`src/core/asq_defs.svh`:
```
// register map, field positions and reset values of the conversion sequencer
// Notes on behaviour
// - start_channel_one bit 2 converts channel one
// - start_channel_two bit 1 converts channel two
// - start_temperature bit 0 converts temperature sensor
// - cpu halted from launch until conversion done
// - hardware clears the launching start bit
// - selector zero, channel one wins, differential
// - selector zero, channel two beats temperature
// - selector zero, temperature alone converts sensor
// - nonzero selector single-ended, channel one first
// - source selector lives in bits 11..8
// - result registers 01h 04h 07h read-only
// - setup_b resets 0070h, others 0000h
// - ten registers decoded at 00h..09h
// - control port bit15 go, bit14 read
// - low eight address bits decoded, port kept
// - data port kept on write, loaded on read
`ifndef ASQ_DEFS_SVH
`define ASQ_DEFS_SVH

`define ASQ_ADDR_CONTROL      8'h00
`define ASQ_ADDR_RESULT_ONE   8'h01
`define ASQ_ADDR_ONE_SETUP_A  8'h02
`define ASQ_ADDR_ONE_SETUP_B  8'h03
`define ASQ_ADDR_RESULT_TWO   8'h04
`define ASQ_ADDR_TWO_SETUP_A  8'h05
`define ASQ_ADDR_TWO_SETUP_B  8'h06
`define ASQ_ADDR_RESULT_TEMP  8'h07
`define ASQ_ADDR_TEMP_SETUP_A 8'h08
`define ASQ_ADDR_TEMP_SETUP_B 8'h09
`define ASQ_ADDR_LAST         8'h09

`define ASQ_RESET_CONTROL     16'h0000
`define ASQ_RESET_RESULT      16'h0000
`define ASQ_RESET_SETUP_A     16'h0000
`define ASQ_RESET_SETUP_B     16'h0070

`define ASQ_START_TEMP_BIT    0
`define ASQ_START_TWO_BIT     1
`define ASQ_START_ONE_BIT     2
`define ASQ_SE_LSB            8
`define ASQ_SE_MSB            11
`define ASQ_CONTROL_WMASK     16'h0f07
`define ASQ_SE_DIFFERENTIAL   4'h0

`define ASQ_GO_BIT            15
`define ASQ_READ_BIT          14
`define ASQ_ADDR_DECODE_MSB   7

`define ASQ_PORT_DATA         4'hd
`define ASQ_PORT_ADDR         4'he
`define ASQ_PORT_CTRL         4'hf

`endif

```
`src/core/asq_pkg.sv`:
```
// types shared by the conversion sequencer modules
package asq_pkg;

	typedef enum logic {
		ASQ_IDLE,
		ASQ_BUSY
	} asq_state_t;

	// value doubles as the index into the per-channel register arrays
	typedef enum logic [1:0] {
		ASQ_CH_ONE,
		ASQ_CH_TWO,
		ASQ_CH_TEMP,
		ASQ_CH_NONE
	} asq_chan_t;

	typedef struct packed {
		asq_state_t        state;
		asq_chan_t         chan;
		logic [15:0]       control;
		logic [2:0][15:0]  result;
		logic [2:0][15:0]  setup_a;
		logic [2:0][15:0]  setup_b;
		logic [15:0]       data_port;
		logic [15:0]       addr_port;
		logic [15:0]       ctrl_port;
		logic              halt;
		logic              conv_start;
		logic [3:0]        conv_source;
		logic [15:0]       conv_setup_a;
		logic [15:0]       conv_setup_b;
	} asq_regs_t;

endpackage : asq_pkg

```
`src/core/asq_access_decode.sv`:
```
// decodes a pending indirect module access from the address and control ports
`timescale 1ns/1ps
`default_nettype none
`include "asq_defs.svh"

module asq_access_decode
	import asq_pkg::*;
(
	// cpu ports
	input  wire logic [15:0] ctrl_port,
	input  wire logic [15:0] addr_port,
	input  wire logic        halted,
	// decoded access
	output logic             acc_go,
	output logic             acc_read,
	output logic             acc_write,
	output logic             acc_hit,
	output logic [7:0]       acc_index
);

	// upper address byte deliberately ignored
	assign acc_index = addr_port[`ASQ_ADDR_DECODE_MSB:0];
	assign acc_hit   = (acc_index <= `ASQ_ADDR_LAST);
	// no access while halted: a go the cpu writes in the launching cycle waits for release
	assign acc_go    = ctrl_port[`ASQ_GO_BIT] && !halted;
	assign acc_read  = acc_go && ctrl_port[`ASQ_READ_BIT];
	assign acc_write = acc_go && !ctrl_port[`ASQ_READ_BIT];

endmodule : asq_access_decode
`default_nettype wire

```
`src/core/asq_start_arbiter.sv`:
```
// fixed priority among the three start bits
`timescale 1ns/1ps
`default_nettype none
`include "asq_defs.svh"

module asq_start_arbiter
	import asq_pkg::*;
(
	// request
	input  wire logic [2:0] start_bits,
	input  wire logic [3:0] source_sel,
	// decision
	output logic            launch,
	output asq_chan_t       chan,
	output logic [2:0]      drop_mask
);

	always_comb
	begin
		launch    = 1'b0;
		chan      = ASQ_CH_NONE;
		drop_mask = 3'h0;
		if (start_bits[`ASQ_START_ONE_BIT])
		begin
			launch = 1'b1;
			chan   = ASQ_CH_ONE;
		end
		else if (start_bits[`ASQ_START_TWO_BIT])
		begin
			launch = 1'b1;
			chan   = ASQ_CH_TWO;
		end
		else if (start_bits[`ASQ_START_TEMP_BIT])
		begin
			if (source_sel == `ASQ_SE_DIFFERENTIAL)
			begin
				launch = 1'b1;
				chan   = ASQ_CH_TEMP;
			end
			else
			begin
				// undefined request: dropped so the cpu is never stuck
				drop_mask = 3'h1;
			end
		end
	end

endmodule : asq_start_arbiter
`default_nettype wire

```
`src/core/asq_sequencer.sv`:
```
// conversion sequencer: module ports, adc register file and conversion control
`timescale 1ns/1ps
`default_nettype none
`include "asq_defs.svh"

module asq_sequencer
	import asq_pkg::*;
(
	// clock and reset
	input  wire logic        mclk,
	input  wire logic        reset,
	// cpu port writes
	input  wire logic        cpu_port_wr,
	input  wire logic [3:0]  cpu_port_addr,
	input  wire logic [15:0] cpu_port_wdata,
	// cpu port contents and stall
	output logic [15:0]      module_data_port,
	output logic [15:0]      module_address_port,
	output logic [15:0]      module_control_port,
	output logic             cpu_halt,
	// analog converter
	output logic             conv_start,
	output logic [1:0]       conv_channel,
	output logic [3:0]       single_ended_source_select,
	output logic [15:0]      conv_setup_a,
	output logic [15:0]      conv_setup_b,
	input  wire logic        conv_done,
	input  wire logic [15:0] conv_result
);

	asq_regs_t   q;
	asq_regs_t   d;

	logic        acc_go;
	logic        acc_read;
	logic        acc_write;
	logic        acc_hit;
	logic [7:0]  acc_index;
	logic        arb_launch;
	asq_chan_t   arb_chan;
	logic [2:0]  arb_drop;
	logic [15:0] control_wval;
	logic [15:0] read_value;

	asq_access_decode u_decode (
		.ctrl_port (q.ctrl_port),
		.addr_port (q.addr_port),
		.halted    (q.halt),
		.acc_go    (acc_go),
		.acc_read  (acc_read),
		.acc_write (acc_write),
		.acc_hit   (acc_hit),
		.acc_index (acc_index)
	);

	// only writable control bits are kept; unused bits read zero
	assign control_wval = q.data_port & `ASQ_CONTROL_WMASK;

	asq_start_arbiter u_arbiter (
		.start_bits (control_wval[`ASQ_START_ONE_BIT:`ASQ_START_TEMP_BIT]),
		.source_sel (control_wval[`ASQ_SE_MSB:`ASQ_SE_LSB]),
		.launch     (arb_launch),
		.chan       (arb_chan),
		.drop_mask  (arb_drop)
	);

	// register read mux
	always_comb
	begin
		read_value = 16'h0000;
		if (acc_index == `ASQ_ADDR_CONTROL)
			read_value = q.control;
		else if (acc_index == `ASQ_ADDR_RESULT_ONE)
			read_value = q.result[ASQ_CH_ONE];
		else if (acc_index == `ASQ_ADDR_ONE_SETUP_A)
			read_value = q.setup_a[ASQ_CH_ONE];
		else if (acc_index == `ASQ_ADDR_ONE_SETUP_B)
			read_value = q.setup_b[ASQ_CH_ONE];
		else if (acc_index == `ASQ_ADDR_RESULT_TWO)
			read_value = q.result[ASQ_CH_TWO];
		else if (acc_index == `ASQ_ADDR_TWO_SETUP_A)
			read_value = q.setup_a[ASQ_CH_TWO];
		else if (acc_index == `ASQ_ADDR_TWO_SETUP_B)
			read_value = q.setup_b[ASQ_CH_TWO];
		else if (acc_index == `ASQ_ADDR_RESULT_TEMP)
			read_value = q.result[ASQ_CH_TEMP];
		else if (acc_index == `ASQ_ADDR_TEMP_SETUP_A)
			read_value = q.setup_a[ASQ_CH_TEMP];
		else if (acc_index == `ASQ_ADDR_TEMP_SETUP_B)
			read_value = q.setup_b[ASQ_CH_TEMP];
	end

	always_comb
	begin
		d            = q;
		d.conv_start = 1'b0;

		// module access, one cycle after the go bit is seen
		if (acc_write && acc_hit)
		begin
			// data port is left as it was on writes
			if (acc_index == `ASQ_ADDR_CONTROL)
				d.control = control_wval & ~{13'h0000, arb_drop};
			else if (acc_index == `ASQ_ADDR_ONE_SETUP_A)
				d.setup_a[ASQ_CH_ONE] = q.data_port;
			else if (acc_index == `ASQ_ADDR_ONE_SETUP_B)
				d.setup_b[ASQ_CH_ONE] = q.data_port;
			else if (acc_index == `ASQ_ADDR_TWO_SETUP_A)
				d.setup_a[ASQ_CH_TWO] = q.data_port;
			else if (acc_index == `ASQ_ADDR_TWO_SETUP_B)
				d.setup_b[ASQ_CH_TWO] = q.data_port;
			else if (acc_index == `ASQ_ADDR_TEMP_SETUP_A)
				d.setup_a[ASQ_CH_TEMP] = q.data_port;
			else if (acc_index == `ASQ_ADDR_TEMP_SETUP_B)
				d.setup_b[ASQ_CH_TEMP] = q.data_port;
			// result addresses fall through: writes ignored
		end
		if (acc_read)
		begin
			// unmapped reads return zero
			d.data_port = acc_hit ? read_value : 16'h0000;
		end
		if (acc_go)
		begin
			d.ctrl_port[`ASQ_GO_BIT] = 1'b0;
		end

		// launch happens on the same edge that stores the control word
		if (acc_write && acc_hit && (acc_index == `ASQ_ADDR_CONTROL) && arb_launch)
		begin
			d.state        = ASQ_BUSY;
			d.chan         = arb_chan;
			d.halt         = 1'b1;
			d.conv_start   = 1'b1;
			d.conv_source  = control_wval[`ASQ_SE_MSB:`ASQ_SE_LSB];
			d.conv_setup_a = q.setup_a[arb_chan];
			d.conv_setup_b = q.setup_b[arb_chan];
		end

		case (q.state)
			ASQ_IDLE:
			begin
				d.halt = d.halt;
			end
			ASQ_BUSY:
			begin
				if (conv_done)
				begin
					// store, clear and release together
					d.result[q.chan] = conv_result;
					if (q.chan == ASQ_CH_ONE)
						d.control[`ASQ_START_ONE_BIT] = 1'b0;
					else if (q.chan == ASQ_CH_TWO)
						d.control[`ASQ_START_TWO_BIT] = 1'b0;
					else
						d.control[`ASQ_START_TEMP_BIT] = 1'b0;
					d.halt  = 1'b0;
					d.state = ASQ_IDLE;
					d.chan  = ASQ_CH_NONE;
				end
			end
			default:
			begin
				d.state = ASQ_IDLE;
			end
		endcase

		// cpu writes to its ports; a halted cpu executes nothing
		if (cpu_port_wr && !q.halt)
		begin
			if (cpu_port_addr == `ASQ_PORT_DATA)
				d.data_port = cpu_port_wdata;
			else if (cpu_port_addr == `ASQ_PORT_ADDR)
				d.addr_port = cpu_port_wdata;
			else if (cpu_port_addr == `ASQ_PORT_CTRL)
				d.ctrl_port = cpu_port_wdata;
		end
	end

	always_ff @(posedge mclk)
	begin
		if (reset)
		begin
			q         <= '0;
			q.state   <= ASQ_IDLE;
			q.chan    <= ASQ_CH_NONE;
			q.control <= `ASQ_RESET_CONTROL;
			q.result  <= {3{`ASQ_RESET_RESULT}};
			q.setup_a <= {3{`ASQ_RESET_SETUP_A}};
			q.setup_b <= {3{`ASQ_RESET_SETUP_B}};
		end
		else
		begin
			q <= d;
		end
	end

	assign module_data_port           = q.data_port;
	assign module_address_port        = q.addr_port;
	assign module_control_port        = q.ctrl_port;
	assign cpu_halt                   = q.halt;
	assign conv_start                 = q.conv_start;
	assign conv_channel               = q.chan;
	assign single_ended_source_select = q.conv_source;
	assign conv_setup_a               = q.conv_setup_a;
	assign conv_setup_b               = q.conv_setup_b;

endmodule : asq_sequencer
`default_nettype wire

```
`config.mk`:
```
export PLATFORM = sky130hd
export DESIGN_NAME = asq_sequencer
export DESIGN_NICKNAME = d
export VERILOG_FILES = /design/src/core/asq_pkg.sv /design/src/core/asq_access_decode.sv /design/src/core/asq_start_arbiter.sv /design/src/core/asq_sequencer.sv
export VERILOG_INCLUDE_DIRS = /design/src /design/src/core
export SDC_FILE = /design/constraint.sdc
export NUM_CORES = 1
export LEC_CHECK = 0
export BUFFER_PORTS_ARGS = -buffer_cell sky130_fd_sc_hd__buf_2
export CORE_MARGIN = 2
export CORE_UTILIZATION = 53
export DETAILED_ROUTE_END_ITERATION = 12
export PLACE_DENSITY_LB_ADDON = 0.1
export RECOVER_POWER = 100
export SLEW_MARGIN = 15
export SYNTH_ARGS = -nofsm -noshare
export SYNTH_HDL_FRONTEND = slang
export SYNTH_HIERARCHICAL = 1
export SYNTH_SLANG_ARGS = --single-unit
export TNS_END_PERCENT = 100
```
`constraint.sdc`:
```
create_clock -name mclk -period 2.25 [get_ports mclk]
set_clock_uncertainty 0.15 [all_clocks]
set_input_delay 0.3375 -clock mclk [delete_from_list [all_inputs] [get_ports mclk]]
set_output_delay 0.3375 -clock mclk [all_outputs]
set_load 0.02 [all_outputs]
```
# After elaboration in Yosys (flattened, before gate mapping)

Cells that the tools add are included.

Output and inout port bits: 88
Flip-flop bits (word level): 249
Input port bits: 40
Logic and storage cells: 125

Reductions and logical operators: 23
Mux-type cells: 52
Magnitude comparators: 4
Bitwise operators: 11
Eq/ne operators: 13

Operators with widths:

| kind                                                                             | number |
|---|---|
| 16-bit 2-to-1 mux                                                                | 19 |
| 51-bit 2-to-1 mux                                                                | 2 |
| 16-bit binary-select mux with 2-bit select                                       | 2 |
| 48-bit bitwise mux                                                               | 1 |
| 48-bit 2-to-1 mux                                                                | 1 |
| 38-bit 2-to-1 mux                                                                | 1 |
| 16-bit demux with 2-bit select                                                   | 1 |
| 8-bit by 3-bit equality test with 1-bit output, second input constant            | 4 |
| 32-bit 2-to-1 mux                                                                | 1 |
| 3-bit 2-to-1 mux                                                                 | 8 |
| 12-bit by 16-bit AND with 16-bit output                                          | 1 |
| 8-bit by 2-bit equality test with 1-bit output, second input constant            | 2 |
| 8-bit by 4-bit equality test with 1-bit output, second input constant            | 2 |
| 3-bit inverter with 16-bit output                                                | 1 |
| 4-bit equality test, second input constant                                       | 3 |
| 1-bit 2-to-1 mux                                                                 | 11 |
| 1-bit inverter                                                                   | 9 |
| 8-bit by 1-bit equality test with 1-bit output, second input constant            | 1 |
| 8-bit by 4-bit less-or-equal comparator with 1-bit output, second input constant | 1 |
| 1-bit logical AND                                                                | 8 |
| 8-bit zero test                                                                  | 1 |
| 2-bit 2-to-1 mux                                                                 | 4 |
| 4-bit AND reduction                                                              | 2 |
| 8-bit AND reduction                                                              | 1 |
| other kinds (12)                                                                 | 16 |

# Longest topological paths before layout

Gate-level depths: netlist of run 1.

Depth after elaboration: 15
Depth in mapped cells: 9
Gate-level depth less buffers: 7

# Modules after synthesis

The synthesis of run 1 kept the hierarchy.

Modules (own cells, without submodules):

| module            | area an instance (um2) | times used | sequential area each (um2) | cells an instance |
|---|---|---|---|---|
| asq_sequencer     | 11493.5                | 1          | 4804.6                     | 1392 |
| asq_access_decode | 98.8                   | 1          | 0.0                        | 14 |
| asq_start_arbiter | 62.6                   | 1          | 0.0                        | 10 |

# Least setup slack after synthesis of run 1

Ideal clock, no wire load.

Kind: register to register
Start: register q, in the netlist module_data_port[9]
End: register q, in the netlist conv_setup_a[0]
Arrival: 2048 ps
Stages on the path, launching flop included: 9
Setup time: 132 ps
Data required time: 1968 ps
Buffers on the path: 2
Period minus slack after synthesis: 2330 ps
Path slack: -80 ps
Path through: dfxtp_1 -> or4_4 -> o31a_1 -> clkbuf_1 -> clkbuf_1 -> mux2i_1 -> nor2_1 -> a211oi_1 -> nor3_1

Longest elaborated chain between the ends: 7
Elaborated cells between the ends (all ways): 12
Classes of those cells: 10 x mux; 2 x reduce/logical

RTL lines:

| item                                       | RTL line                | RTL |
|---|---|---|
| start, declared                            | asq_sequencer.sv:31     | `asq_regs_t q;` |
| 4-bit zero test (no source line)           | -                       |  |
| 1-bit 2-to-1 mux                           | asq_start_arbiter.sv:35 | `` if (source_sel == `ASQ_SE_DIFFERENTIAL) `` |
| 2-bit 2-to-1 mux                           | asq_start_arbiter.sv:33 | `` else if (start_bits[`ASQ_START_TEMP_BIT]) `` |
| 2-bit 2-to-1 mux                           | asq_start_arbiter.sv:28 | `` else if (start_bits[`ASQ_START_TWO_BIT]) `` |
| 2-bit 2-to-1 mux                           | asq_start_arbiter.sv:23 | `` if (start_bits[`ASQ_START_ONE_BIT]) `` |
| named net arb_chan[0]                      | asq_sequencer.sv:40     | `asq_chan_t arb_chan;` |
| 16-bit binary-select mux with 2-bit select | asq_sequencer.sv:136    | `d.conv_setup_a = q.setup_a[arb_chan];` |
| 16-bit 2-to-1 mux (not written as such)    | asq_sequencer.sv:136    |  |

The timed path passes the listed nets, and every way through them passes these cells. The select of a mux whose other input is x is not followed.
A chain may end at the register's enable or synchronous reset.

# Final worst setup path of run 1

Start: register q, in the netlist module_data_port[10]
End: register q, in the netlist conv_setup_a[6]

Elaborated cells between the ends (all ways): 12
Classes of those cells: 10 x mux; 2 x reduce/logical

RTL lines:

| item                             | RTL line                | RTL |
|---|---|---|
| 4-bit zero test (no source line) | -                       |  |
| 1-bit 2-to-1 mux                 | asq_start_arbiter.sv:35 |  |
| 1-bit 2-to-1 mux                 | asq_start_arbiter.sv:33 |  |
| 1-bit 2-to-1 mux                 | asq_start_arbiter.sv:28 |  |
| 1-bit 2-to-1 mux                 | asq_start_arbiter.sv:23 |  |
| named net arb_launch             | asq_sequencer.sv:39     | `logic arb_launch;` |
| 1-bit logical AND                | asq_sequencer.sv:129    | `` if (acc_write && acc_hit && (acc_index == `ASQ_ADDR_CONTROL) && arb_launch) `` |

The timed path passes the listed nets, and every way through them passes these cells. The select of a mux whose other input is x is not followed.

==> results, run 1 <==
- After detailed routing, the average wire length per cell comes to 22.75 um.
- The worst setup slack for register-to-register paths is -0.06 ns.
- The clock period minus final worst setup slack is approximately 2.3 ns.
- The final reports fail on negative setup slack.
- The worst setup path is captured at a register.
- The floorplan has 54 rows.
- The critical path class is register to register.
- Walking the worst path, the cells encountered are or4_4, o21ai_2, inv_2, or2_4, buf_12, buf_12, a211oi_4, nor3_1.
- The worst voltage drop across the vdd grid is approximately 0.63 mV.
- The aggregate global-route resource usage is 33.61%.
- The largest single stage delay on the critical path is just under 0.6 ns.
- The detailed router finished its first iteration with 1135 violations.
- Of the total synthesized cell area, the portion taken by AND, OR, NAND and NOR gates is between 20% and 30%.
- Detailed placement ended at an HPWL of around 28000 um.
- The total I/O pin count is between 100 and 150.
- The run finished, with violations left.
- The most instantiated library cell after synthesis is sky130_fd_sc_hd__dfxtp_1.
- The final critical path takes up 102.9% of the cycle.
- Along the worst hold path, the cell count comes to 3.
- The detail route stage leaves a number of antenna-violating nets equal to 0.
- The measured slew at the worst slew-check pin is about 0.94 ns.
- At the worst endpoint, the arrival time is 2.56 ns.
- Sorting the synthesized cells by area gives the leading types as sky130_fd_sc_hd__dfxtp_1, sky130_fd_sc_hd__mux2i_1, sky130_fd_sc_hd__nand2_1.
- The complex-gate fraction of the synthesized area is 15.08%.
- The region available for standard cell placement spans ~22000 um^2.
- The floorplan step set the die width to around 150 um.
- The multiplexer fraction of the synthesized cell area is 13.13%.
- The relative slew slack is around 37%.
- The cell taking the most area after synthesis is sky130_fd_sc_hd__dfxtp_1.
- Counting flops with a built-in enable in the synthesized netlist gives 0.
- Among all stages on the critical path, the largest delay is contributed by sky130_fd_sc_hd__or4_4.
- The share of the Yosys chip area taken by registers is between 40% and 50%.
- The clock drives 240 sinks.
- The endpoint identified for the worst register-to-register timing path is conv_setup_a[6].
- Hold is met by ~0.012 ns.
- Timing would allow up to 432.0 MHz.
- The worst reg2reg path depth is 8.
- The leakage power is approximately 5.3 nW.
- The layout has 1866 filler cells.
- The startpoint identified for the worst hold timing path is cpu_port_wdata[0].
- In the routed layout, each cell is associated on average with a via count of 5.947.
- Global routing finished with a remaining overflow of 0.
- After synthesis, the largest family of logic cells by area is simple AND/OR/NAND/NOR gates.
- The post-synthesis cell area is ~12000 um^2.
- The setup violation total in the final timing report is 33.
- The total die area is 23190 um^2.
- The number of hold violations in the final report was 0.
- The repair_antennas step left the layout with diodes totalling 0.
- The routed layout has ~11000 vias.
- Dividing total power by cell area gives a power density of about 650 nW/um^2.
- The xor and xnor fraction of the mapped netlist area is 0%.
- The depth of the CTS H-tree is 1.
- The cell sitting at the root of the clock tree is a sky130_fd_sc_hd__clkbuf_16.
- The longest clock path from root to sink contains 3 buffers.
- Setup repair after global routing could not meet its margin everywhere.
- The ratio of cells with drive above 1 in the final layout is between 20% and 30%.
- The final layout contains routed wiring with a total length of ~42000 um.
- The worst slack after detailed placement is -0.1838 ns.
- The startpoint identified for the worst register-to-register timing path is module_data_port[10].
- Entering global routing, the biggest net connects 130 pins.
- The number of max-slew violations in the final report was 0.
- The iteration count of the initial detailed-routing pass is 6.
- The area growth from synthesis to layout is 23.06%.
- STA classifies the critical path startpoint as a register.
- The die is approximately 150 um tall.
- Once the floorplan was initialized, standard cells occupied 53.74% of the core.
- Dividing the synthesized area by the synthesized cell count gives around 8.2 um^2.
- The required time at the worst-slack endpoint is roughly 2.5 ns.
- The share of synthesized area in the top cell type comes to ~40%.
- Buffers inserted during clock tree synthesis total 26.
- The congestion estimate from routability-driven global placement came to between 0.9 and 1.
- The share of flip-flops with an asynchronous set or reset is 0%.
- The final layout contains approximately 1600 nets.
- The slack of the critical path is -0.06490 ns.
- The clock transition at the registers of the reported paths is 0.06 ns.
- In the synthesized netlist the dominant register cell turns out to be sky130_fd_sc_hd__dfxtp_1.
- The number of max-capacitance violations reported is 0.
- For hold timing, the worst endpoint is module_control_port[0].
- The instance count of the mapped netlist is approximately 1400.
- The most used cell along the critical path is sky130_fd_sc_hd__buf_12.
- The count of different cell masters after synthesis is 69.
- Ranked by instance count, the synthesized netlist is headed by sky130_fd_sc_hd__dfxtp_1, sky130_fd_sc_hd__nand2_1, sky130_fd_sc_hd__nor2_1.
- In this run, synthesis produced a sequential element count of 240.
- The Yosys step of the flow raised 6 warnings.
- The clock latency reported for the late side of the worst-skew pair is between 0.5 and 0.6 ns.
- In this run the tool buffered the top-level ports with 127 buffer cells.
- The wire length of the first global-routing pass is slightly above 60000 um.
- The clock tree from TritonCTS is done.
- The core utilization of the finished layout is between 60% and 70%.
- The number of antenna violations at the first check in global routing is 1.
- The number of global-route vias before repair is 9843.
- The adder and majority cell fraction of the synthesized area is 0%.
- For this run, design rule violations remaining after detail routing come to 0.
- Along the worst path, the maximum fanout reaches 17.
- The type of the tightest min-delay check is input pin to register.
worst max-delay path, delay by kind of cell (launching register included):
kind	cells	cell delay, ns
and+or+nand+nor	3	0.92
AOI/OAI and AO/OA	2	0.38
buffers and inverters	3	0.39
DFF	1	0.32
final cells by class:
| class | count | area [um^2] | area share (%) |
|---|---|---|---|
| Sequential cell | 240 | 4816 | 33.58 |
| Multi-Input combinational cell | 971 | 5997 | 41.81 |
| Inverter | 9 | 33.78 | 0.2355 |
| Tap cell | 280 | 350.3 | 2.443 |
| Clock buffer | 36 | 748.2 | 5.217 |
| Clock inverter | 12 | 178.9 | 1.247 |
| Timing Repair Buffer | 291 | 2218 | 15.47 |
what timing repair did:
| action | 4_1_cts | 5_1_grt |
|---|---|---|
| endpoints found under the hold margin | 83 | 0 |
| pin swaps | 14 | 27 |
| buffers inserted | 0 | 16 |
| cloned | 1 | 5 |
| gates resized for setup | 22 | 56 |
| hold buffers | 33 | 0 |
| endpoints found under the setup margin | 56 | 80 |
cells in the final DEF (no fill, tap or decap), drive strengths merged, types with 3 or more instances in the layout:
| master | netlist | final |
|---|---|---|
| clkinv | 0 | 8 |
| nand3b | 5 | 5 |
| and2 | 5 | 5 |
| dlygate4sd3 | 0 | 33 |
| nor3 | 45 | 45 |
| a21oi | 128 | 128 |
| a2111oi | 3 | 3 |
| nor4 | 5 | 5 |
| o221ai | 5 | 5 |
| o211ai | 6 | 6 |
| nor2 | 178 | 178 |
| inv | 9 | 9 |
| o31a | 3 | 4 |
| a211oi | 34 | 34 |
| a311oi | 6 | 6 |
| mux2i | 136 | 136 |
| nand3 | 23 | 23 |
| o32ai | 3 | 3 |
| clkbuf | 78 | 117 |
| bufinv | 0 | 4 |
| nand2b | 7 | 7 |
| o21ai | 19 | 19 |
| a22o | 4 | 4 |
| a221oi | 5 | 5 |
| nand2 | 236 | 236 |
| buf | 120 | 177 |
| and3 | 11 | 11 |
| a21o | 10 | 10 |
| a21boi | 5 | 5 |
| dfxtp | 240 | 240 |
| nor2b | 9 | 9 |
| mux2 | 13 | 13 |
| a31oi | 4 | 4 |
| or2 | 3 | 3 |
| a22oi | 9 | 9 |
| o22ai | 17 | 17 |
| a32oi | 4 | 4 |
routing by layer:
| metal | up-vias | share of wire (%) | routed length (um) | track usage [%] |
|---|---|---|---|---|
| met5 | - | 0 | 0 | 0 |
| met4 | 0 | 3.1 | 1309 | 8.589 |
| met3 | 87 | 9.9 | 4154 | 6.826 |
| met2 | 563 | 44 | 18210 | 51.39 |
| met1 | 5238 | 43 | 18170 | 48.69 |
| li1 | 5048 | - | - | - |
kinds of logic after synthesis:
logic type | Yosys count
simple gates | 540
compound gates | 278
flops | 240
buf+inv | 207
mux | 150
other cells | 1
stage by stage:
step / total power, mW / setup TNS (ns) / area, um^2 / cells
global route: 9.561 / -3.203 / 14340 / 1839
finish: 9.346 / -0.7253 / 14340 / 1839
detailed placement: 4.779 / -2.969 / 12620 / 1736
floorplan: 4.591 / 0 / 11670 / 1417
global placement: 4.780 / -1.826 / 12620 / 1736
CTS: 9.347 / -0.8949 / 13990 / 1818
power by group:
part / total, mW / internal [mW] / switching (mW)
Combinational: 0.499 / 0.194 / 0.305
Sequential: 4.27 / 4.26 / 0.0116
Clock: 4.58 / 2.79 / 1.79
how the worst max path moves through the flow:
stage	slack, ns	depth (start not counted)	end	from
finish	-0.06	8	conv_setup_a[6]	module_data_port[10]
global route	-0.11	7	conv_setup_a[11]	module_data_port[10]
CTS	-0.05	8	conv_setup_a[3]	module_data_port[9]
detailed placement	-0.18	6	module_data_port[2]	module_address_port[6]
global placement	-0.15	6	module_data_port[2]	module_address_port[6]
floorplan	0.009	8	conv_setup_a[10]	module_data_port[9]
(Power assumes the default switching activity.)
==> run 2: changes to the inputs <==
--- a/config.mk
+++ b/config.mk
@@ -6,15 +6,14 @@
 export SDC_FILE = /design/constraint.sdc
 export NUM_CORES = 1
 export LEC_CHECK = 0
-export BUFFER_PORTS_ARGS = -buffer_cell sky130_fd_sc_hd__buf_2
 export CORE_MARGIN = 2
-export CORE_UTILIZATION = 53
+export CORE_UTILIZATION = 55
 export DETAILED_ROUTE_END_ITERATION = 12
+export DONT_BUFFER_PORTS = 1
 export PLACE_DENSITY_LB_ADDON = 0.1
 export RECOVER_POWER = 100
 export SLEW_MARGIN = 15
 export SYNTH_ARGS = -nofsm -noshare
 export SYNTH_HDL_FRONTEND = slang
-export SYNTH_HIERARCHICAL = 1
 export SYNTH_SLANG_ARGS = --single-unit
 export TNS_END_PERCENT = 100
==> run 2 against run 1 <==
Compared with the run above:
- power down 1.4%
- synthesized area up 1.1%
- cell area decreased by 4.3%
- largest cell class unchanged
- combinational power down 43%
- via count is 1.4% higher
- worst hold slack got worse by 0.29 ns
- clock power rose by 2%
- routed wire length rose by 4.5%
- setup slack better by 0.089 ns
- critical path depth shrank 1
- first-iteration DRC count grew 1.9%
- the flow finishes with violations (negative hold slack)
- fmax grew 4.0%
==> results, run 2 <==
- The y dimension of the die was 150.4 um (-1.3%).
- The number of enable-type register cells in the synthesized netlist is 0 (unchanged).
- STA classifies the critical path endpoint as a register.
- The global-route track usage on met1 is 51.22% (+2.5 points).
- The per-instance average area after synthesis was 7.918 um^2 (-3.8%).
- The relative slew slack is 55.40% (+18 points).
- The number of nets in the synthesized netlist is 1528.
- The post-route fraction of the period consumed by the critical path is 98.95% (-3.9 points).
- The buffer type at the clock tree root is sky130_fd_sc_hd__clkbuf_16.
- The effective utilization at floorplan is 56.04% (+2.3 points).
- The depth of the CTS H-tree is 1 (unchanged).
- The total die area is 22610 um^2 (-2.5%).
- TritonCTS built the clock tree.
- The maximum root-to-sink buffer count was 3 (unchanged).
- The DRC violation total after the first TritonRoute iteration was 1156 (+1.9%).
- The type of the tightest min-delay check is input pin to register.
- The diode insertion count for antenna repair is 0 (unchanged).
- The remaining antenna violation count after routing is 0 (unchanged).
- The slack of the critical path was 0.02371 ns (+0.08861 ns).
- The maximum number of pins on one net before global-route repair is 221 (+70%).
- The total half-perimeter wirelength after legalization and detailed placement came to 30020 um (+5.4%).
- The number of max-capacitance violations reported was 0 (unchanged).
- The top cell types in the final layout, fill and taps aside, are sky130_fd_sc_hd__nand2_1, sky130_fd_sc_hd__dfxtp_1, sky130_fd_sc_hd__a21oi_1.
- The met3 track utilization from global routing is 8.848% (+2.0 points).
- The complex-gate fraction of the synthesized area was 21.04% (+6.0 points).
- The number of global-route vias before repair is 10060 (+2.2%).
- The checks that failed: negative hold slack.
- The clock transition at the registers of the reported paths came to 0.06 ns (about the same).
- The power per cell area came to 671.4 nW/um^2 (+3.0%).
- The routed via count divided by cell count was 6.198 (+4.2%).
- The ratio of cells with drive above 1 in the final layout was 15.26% (-4.9 points).
- The cell taking the most area after synthesis is sky130_fd_sc_hd__dfxtp_1.
- The number of synthesized register bits is 240 (unchanged).
- The number of antenna violations at the first check in global routing is 1 (unchanged).
- The last weighted congestion value of the routability-driven placer is 0.9830 (+2.1%).
- The post-detailed-route DRC marker count is 0 (unchanged).
- The number of warning messages in the yosys log is 0 (-6).
- After synthesis, the largest family of logic cells by area is simple AND/OR/NAND/NOR gates.
- The overall routed net length is 43710 um (+4.5%).
- The clock period minus final worst setup slack is 2.226 ns (-0.08861 ns).
- The clock latency reported for the late side of the worst-skew pair is 0.53 ns (about the same).
- The total I/O pin count is 128 (unchanged).
- The core utilization of the finished layout was 65.32% (-0.81 points).
- The number of hold violations in the final report is 113 (+113).
- The measured slew at the worst slew-check pin is 0.6681 ns (-0.2713 ns).
- The most used flip-flop cell after synthesis is sky130_fd_sc_hd__dfxtp_1.
- By count the netlist is led by sky130_fd_sc_hd__nand2_1, sky130_fd_sc_hd__dfxtp_1, sky130_fd_sc_hd__a21oi_1.
- The count of different cell masters after synthesis is 75 (+8.7%).
- Setup repair after global routing could not meet its margin everywhere.
- The adder and majority cell fraction of the synthesized area came to 0% (unchanged).
- The sequential cell area fraction in the yosys report was 40.78% (-0.44 points).
- The xor and xnor fraction of the mapped netlist area is 0% (unchanged).
- The final net count was 1534 (-2.8%).
- The most instantiated library cell after synthesis is sky130_fd_sc_hd__nand2_1.
- By startpoint and endpoint, the worst setup path is classified as register to register.
- The residual overflow from global routing is 0 (unchanged).
- The iteration count of the initial detailed-routing pass is 5 (-1).
- The via count of the routed design was 11090 (+1.4%).
- The setup violation total in the final timing report is 0 (-100%).
- The post-synthesis cell area is 11780 um^2 (+1.1%).
- The worst reg2reg path depth was 7 (-1).
- The multiplexer fraction of the synthesized cell area is 6.138% (-7.0 points).
- The core area was 21020 um^2 (-3.1%).
- Compared with the post-synthesis result, the final layout area differs by 16.55%.
- The worst slack after detailed placement was -0.001236 ns (+0.1826 ns).
- The die extent in x is 150.4 um (-1.3%).
- The worst voltage drop across the vdd grid is 0.6557 mV (+4.6%).
- The library cell used most frequently in the layout, excluding fill and tap cells, is sky130_fd_sc_hd__nand2_1.
- The fraction of the mapped netlist area in simple logic gates is 21.10% (+0.66 points).
- The aggregate global-route resource usage came to 37.59% (+4.0 points).
- The type of origin of the critical path is a register.
- The number of clock buffers inserted by TritonCTS is 26 (unchanged).
- In the post-synthesis netlist, the biggest area contributors are sky130_fd_sc_hd__dfxtp_1, sky130_fd_sc_hd__nand2_1, sky130_fd_sc_hd__a21oi_1.
- The required time at the worst-slack endpoint came to 2.55 ns (+0.06 ns).
- The top-area cell type share of the netlist area came to 40.78% (-0.44 points).
- The number of clock sinks seen by CTS is 240 (unchanged).
- The depth of the worst hold-timing path was 1 (-2).
- The wire length of the first global-routing pass came to 63460 um (+3.9%).
- The accumulated negative setup slack is 0 ns (+0.7253 ns).
- The most used routing layer in global routing is met2.
- The final design instance area without fill is 13730 um^2 (-4.3%).
- The flow ran to the end, but the final reports show violations.
- The leakage power is 4.795 nW (-9.3%).
- The detail-routed net length per standard cell is 24.43 um (+7.4%).
- The largest fanout of any net on the critical path is 11 (-6).
- The hold slack is -0.2789 ns (-0.2909 ns).
- The global-route met2 utilization is 58.27% (+6.9 points).
- The share of flip-flops with an asynchronous set or reset is 0% (unchanged).
- The number of buffers inserted by port buffering came to 0 (-100%).
- The instance count of the mapped netlist was 1488 (+5.1%).
- The row count is 53 (-1.9%).
- The post-place instance area is 11990 um^2 (-5.0%).
- The highest clock rate is 449.2 MHz (+4.0%).
- The endpoint arrival time on the critical path is 2.53 ns (-0.03 ns).
- The number of max-slew violations in the final report was 0 (unchanged).
run 2: cell count changes in the layout (fill, tap and decap cells not counted), sizes merged, moves of 25 or more:
cell,previous run,this run
nand2,236,347
inv,9,35
mux2i,136,61
a21oi,128,223
dlygate4sd3,33,58
buf,177,124
nor2,178,71
nor3,45,10
clkbuf,117,36
run 2: cell families after synthesis:
family	count (synthesis)
compound gates	397
buf+inv	241
flops	240
mux	69
simple gates	541
run 2: final timing paths:
path	start	endpoint	slack, ns
max	module_address_port[4]	module_data_port[6]	0.02
min reg2reg	q[101]	q[101]	0.30
max reg2reg	module_address_port[4]	module_data_port[6]	0.02
min	reset	register	-0.28
run 2: per-stage QoR:
| stage | instances | total power, mW |
|---|---|---|
| 2_1_floorplan | 1488 | 4.584 |
| 5_1_grt | 1789 | 9.419 |
| 3_5_place_dp | 1673 | 4.615 |
| 4_1_cts | 1779 | 9.214 |
| 6_report | 1789 | 9.219 |
| 3_3_place_gp | 1673 | 4.616 |
run 2: metal layers:
metal,up-vias,part of all wire (%)
li1,5088,-
met1,5336,41
met2,566,45
met3,97,9.7
met4,2,3.8
met5,-,0.030
run 2: area by class of cell:
cell class / count / area (um^2)
Timing Repair Buffer: 184 / 1717
Tap cell: 275 / 344.1
Clock buffer: 34 / 732.0
Multi-Input combinational cell: 1007 / 5793
Inverter: 35 / 131.4
Clock inverter: 14 / 197.7
Fill cell: 1841 / 7291
Sequential cell: 240 / 4816
run 2: worst max-delay path, stage by stage, from the launching register on:
cell and delay, ns:
sky130_fd_sc_hd__dfxtp_2 0.33, sky130_fd_sc_hd__or4_4 0.55, sky130_fd_sc_hd__buf_12 0.17, sky130_fd_sc_hd__buf_6 0.12
sky130_fd_sc_hd__nor4_4 0.27, sky130_fd_sc_hd__o211a_1 0.22, sky130_fd_sc_hd__o311ai_1 0.12, sky130_fd_sc_hd__a211oi_2 0.22
run 2: what timing repair did:
item	CTS	global route
setup buffers	0	7
setup endpoints to repair	5	98
gates resized for setup	3	37
cloned	0	3
hold buffers	58	1
hold endpoints to repair	229	170
pin swaps	1	8
run 2: power by group:
part	total, mW	internal, mW	switching [mW]
Sequential	4.29	4.26	0.0279
Combinational	0.283	0.110	0.173
Clock	4.65	2.86	1.79
==> run 3: changes to the inputs <==
==> constraint.sdc (replaced) <==
create_clock -name mclk -period 2.25 [get_ports mclk]
set_clock_uncertainty 0.15 [all_clocks]
set_input_delay 0.1125 -clock mclk [delete_from_list [all_inputs] [get_ports mclk]]
set_output_delay 0.1125 -clock mclk [all_outputs]
set_load 0.02 [all_outputs]
==> run 3 against run 2 <==
Compared with the run above:
- the run still ends with negative hold slack left
- sequential share of layout area is 0.27 points lower
- combinational power up 2%
- via count up 0.48%
- first-iteration DRC count rose by 15%
- highest routed layer is now met4
- routed wire length is 1.0% higher
- largest cell class unchanged
- largest power group unchanged
- fmax is 0.94% lower
- power decreased by 3.3%
- global-route usage rose by 0.086 points
==> results, run 3 (synthesized netlist as in run 2, its figures left out) <==
- The iteration count of the initial detailed-routing pass was 5 (unchanged).
- The ratio of cells with drive above 1 in the final layout is 13.36% (-1.9 points).
- The core area is 21020 um^2 (unchanged).
- The post-synthesis to final-layout area growth is 17.44%.
- The number of max-capacitance violations reported is 0 (unchanged).
- The post-detailed-route DRC marker count was 0 (unchanged).
- The measured slew at the worst slew-check pin is 1.085 ns (+0.4167 ns).
- The wire length of the first global-routing pass is 64060 um (+0.95%).
- The DRC violation total after the first TritonRoute iteration is 1328 (+15%).
- The largest fanout of any net on the critical path was 15 (+4).
- The final reports fail on negative hold slack.
- The accumulated negative setup slack is 0 ns (unchanged).
- The clock transition at the registers of the reported paths was 0.06 ns (about the same).
- The worst reg2reg path depth is 6 (-1).
- The depth of the CTS H-tree came to 1 (unchanged).
- The highest clock rate is 445.0 MHz (-0.94%).
- The launch instance of the worst register-to-register path is module_data_port[9].
- The remaining antenna violation count after routing came to 0 (unchanged).
- The row count came to 53 (unchanged).
- The diode insertion count for antenna repair is 0 (unchanged).
- The final cell count without fillers is 1802 (+0.73%).
- The worst setup path is launched from a register.
- The relative slew slack is 27.68% (-28 points).
- The number of clock sinks seen by CTS is 240 (unchanged).
- The last weighted congestion value of the routability-driven placer is 0.9903 (+0.74%).
- The min-delay analysis places its worst path in the category input pin to register.
- The top cell types in the final layout, fill and taps aside, are sky130_fd_sc_hd__nand2_1, sky130_fd_sc_hd__dfxtp_1, sky130_fd_sc_hd__a21oi_1.
- The clock tree from TritonCTS is done.
- The via count of the routed design is 11140 (+0.48%).
- The number of clock buffers inserted by TritonCTS is 26 (unchanged).
- The required time at the worst-slack endpoint is 2.54 ns (about the same).
- The worst voltage drop across the vdd grid was 0.6250 mV (-4.7%).
- The effective utilization at floorplan came to 56.04% (unchanged).
- In this run the critical register-to-register path is captured at conv_setup_a[3].
- The power per cell area was 644.6 nW/um^2 (-4.0%).
- The number of hold violations in the final report is 154 (+36%).
- The post-route fraction of the period consumed by the critical path is 99.89% (+0.94 points).
- The buffer type at the clock tree root is sky130_fd_sc_hd__clkbuf_16.
- The residual overflow from global routing is 0 (unchanged).
- The hold slack was -0.4092 ns (-0.1302 ns).
- The setup violation total in the final timing report came to 0 (unchanged).
- The endpoint arrival time on the critical path is 2.53 ns (about the same).
- The total I/O pin count was 128 (unchanged).
- The worst setup slack for register-to-register paths came to 0.003 ns (-0.02 ns).
- The number of max-slew violations in the final report is 0 (unchanged).
- The detail-routed net length per standard cell was 24.50 um (+0.27%).
- The number of antenna violations at the first check in global routing is 1 (unchanged).
- The number of fill cells was 1795 (-2.5%).
- The clock latency reported for the late side of the worst-skew pair was 0.53 ns (about the same).
- The overall routed net length is 44150 um (+1.0%).
- The leakage power is 4.845 nW (+1.1%).
- The aggregate global-route resource usage is 37.68% (+0.086 points).
- The maximum root-to-sink buffer count was 3 (unchanged).
- The worst-case hold path end point is q[239].
- The placed cell count is 1667 (-0.36%).
- The number of global-route vias before repair is 10320 (+2.5%).
- The total half-perimeter wirelength after legalization and detailed placement is 29600 um (-1.4%).
- The maximum number of pins on one net before global-route repair was 221 (unchanged).
- The routed via count divided by cell count is 6.183 (-0.25%).
- The final net count is 1551 (+1.1%).
- The depth of the worst hold-timing path came to 1 (unchanged).
- The die extent in x came to 150.4 um (unchanged).
- The hold-fix buffer count after cts is 84 (+45%).
- The total die area was 22610 um^2 (unchanged).
- Leaving out fill and tap cells, the most frequent cell in the layout is sky130_fd_sc_hd__nand2_1.
- The worst setup path is of the register to register kind.
- The number of buffers inserted by port buffering is 0 (unchanged).
- The clock period minus final worst setup slack came to 2.247 ns (+0.02115 ns).
- The worst hold path begins at reset.
- The y dimension of the die is 150.4 um (unchanged).
- The endpoint class of the critical path is a register.
- The flow ran to the end, but the final reports show violations.
run 3: changes by cell type in the layout (fill, tap and decap cells not counted), sizes merged:
cell	delta
bufinv	-4
clkbuf	+16
buf	-18
clkinv	-7
dlygate4sd3	+26
run 3: what timing repair did:
| item | 4_1_cts | 5_1_grt |
|---|---|---|
| resized for setup | 1 | 31 |
| gates cloned | 0 | 4 |
| endpoints found under the setup margin | 2 | 112 |
| pin swaps | 0 | 5 |
| setup buffers | 0 | 3 |
| hold endpoints to repair | 231 | 154 |
run 3: stage by stage:
step / cell area, um^2 / utilization [%] / total power [mW] / setup slack [ns] / hold slack, ns
after global placement: 11970 / 56.95 / 4.617 / -0.02458 / 0.04500
final: 13840 / 65.82 / 8.918 / 0.002562 / -0.4092
after detailed placement: 11970 / 56.95 / 4.615 / -0.008962 / 0.04817
after floorplan: 11780 / - / 4.584 / 0.09422 / 0.09846
after CTS: 13690 / 65.12 / 8.928 / 0.002366 / -0.5013
after global routing: 13840 / 65.82 / 9.105 / -0.01298 / -0.5036
run 3: critical path: stages (launching register included):
cell,delay [ns]
sky130_fd_sc_hd__dfxtp_1,0.32
sky130_fd_sc_hd__or4b_4,0.57
sky130_fd_sc_hd__nor2_4,0.22
sky130_fd_sc_hd__buf_12,0.20
sky130_fd_sc_hd__a221oi_1,0.11
sky130_fd_sc_hd__a211o_1,0.39
sky130_fd_sc_hd__a21oi_1,0.17
run 3: final cells by class:
type | instances | area (um^2) | area share, %
flip-flops and latches | 240 | 4816 | 34.81
repair buffers | 201 | 1909 | 13.80
inverters | 35 | 131.4 | 0.9495
multi-input cells | 1007 | 5764 | 41.66
well taps | 275 | 344.1 | 2.487
clock inverters | 3 | 42.54 | 0.3075
clock buffers | 41 | 828.3 | 5.987
run 3: worst max path at each step:
stage / slack (ns) / from / to
after global placement: -0.02 / module_address_port[1] / module_data_port[2]
after detailed placement: -0.009 / module_address_port[2] / module_data_port[14]
after floorplan: 0.09 / module_address_port[4] / module_data_port[6]
final: 0.003 / module_data_port[9] / conv_setup_a[3]
after global routing: -0.01 / module_address_port[5] / q[159]
after CTS: 0.002 / module_address_port[5] / q[163]
run 3: layer usage:
metal / share of wire (%) / GRT usage (%)
met2: 45 / 58.64
met4: 4.2 / 14.15
met1: 42 / 53.02
met5: 0 / 0
met3: 9.1 / 5.424
run 3: report_power, final:
part / leakage (nW) / switching, mW / internal (mW)
registers: 1.94 / 0.0281 / 4.26
logic: 2.48 / 0.172 / 0.117
clock network: 0.428 / 1.73 / 2.61
total: 4.85 / 1.93 / 6.99
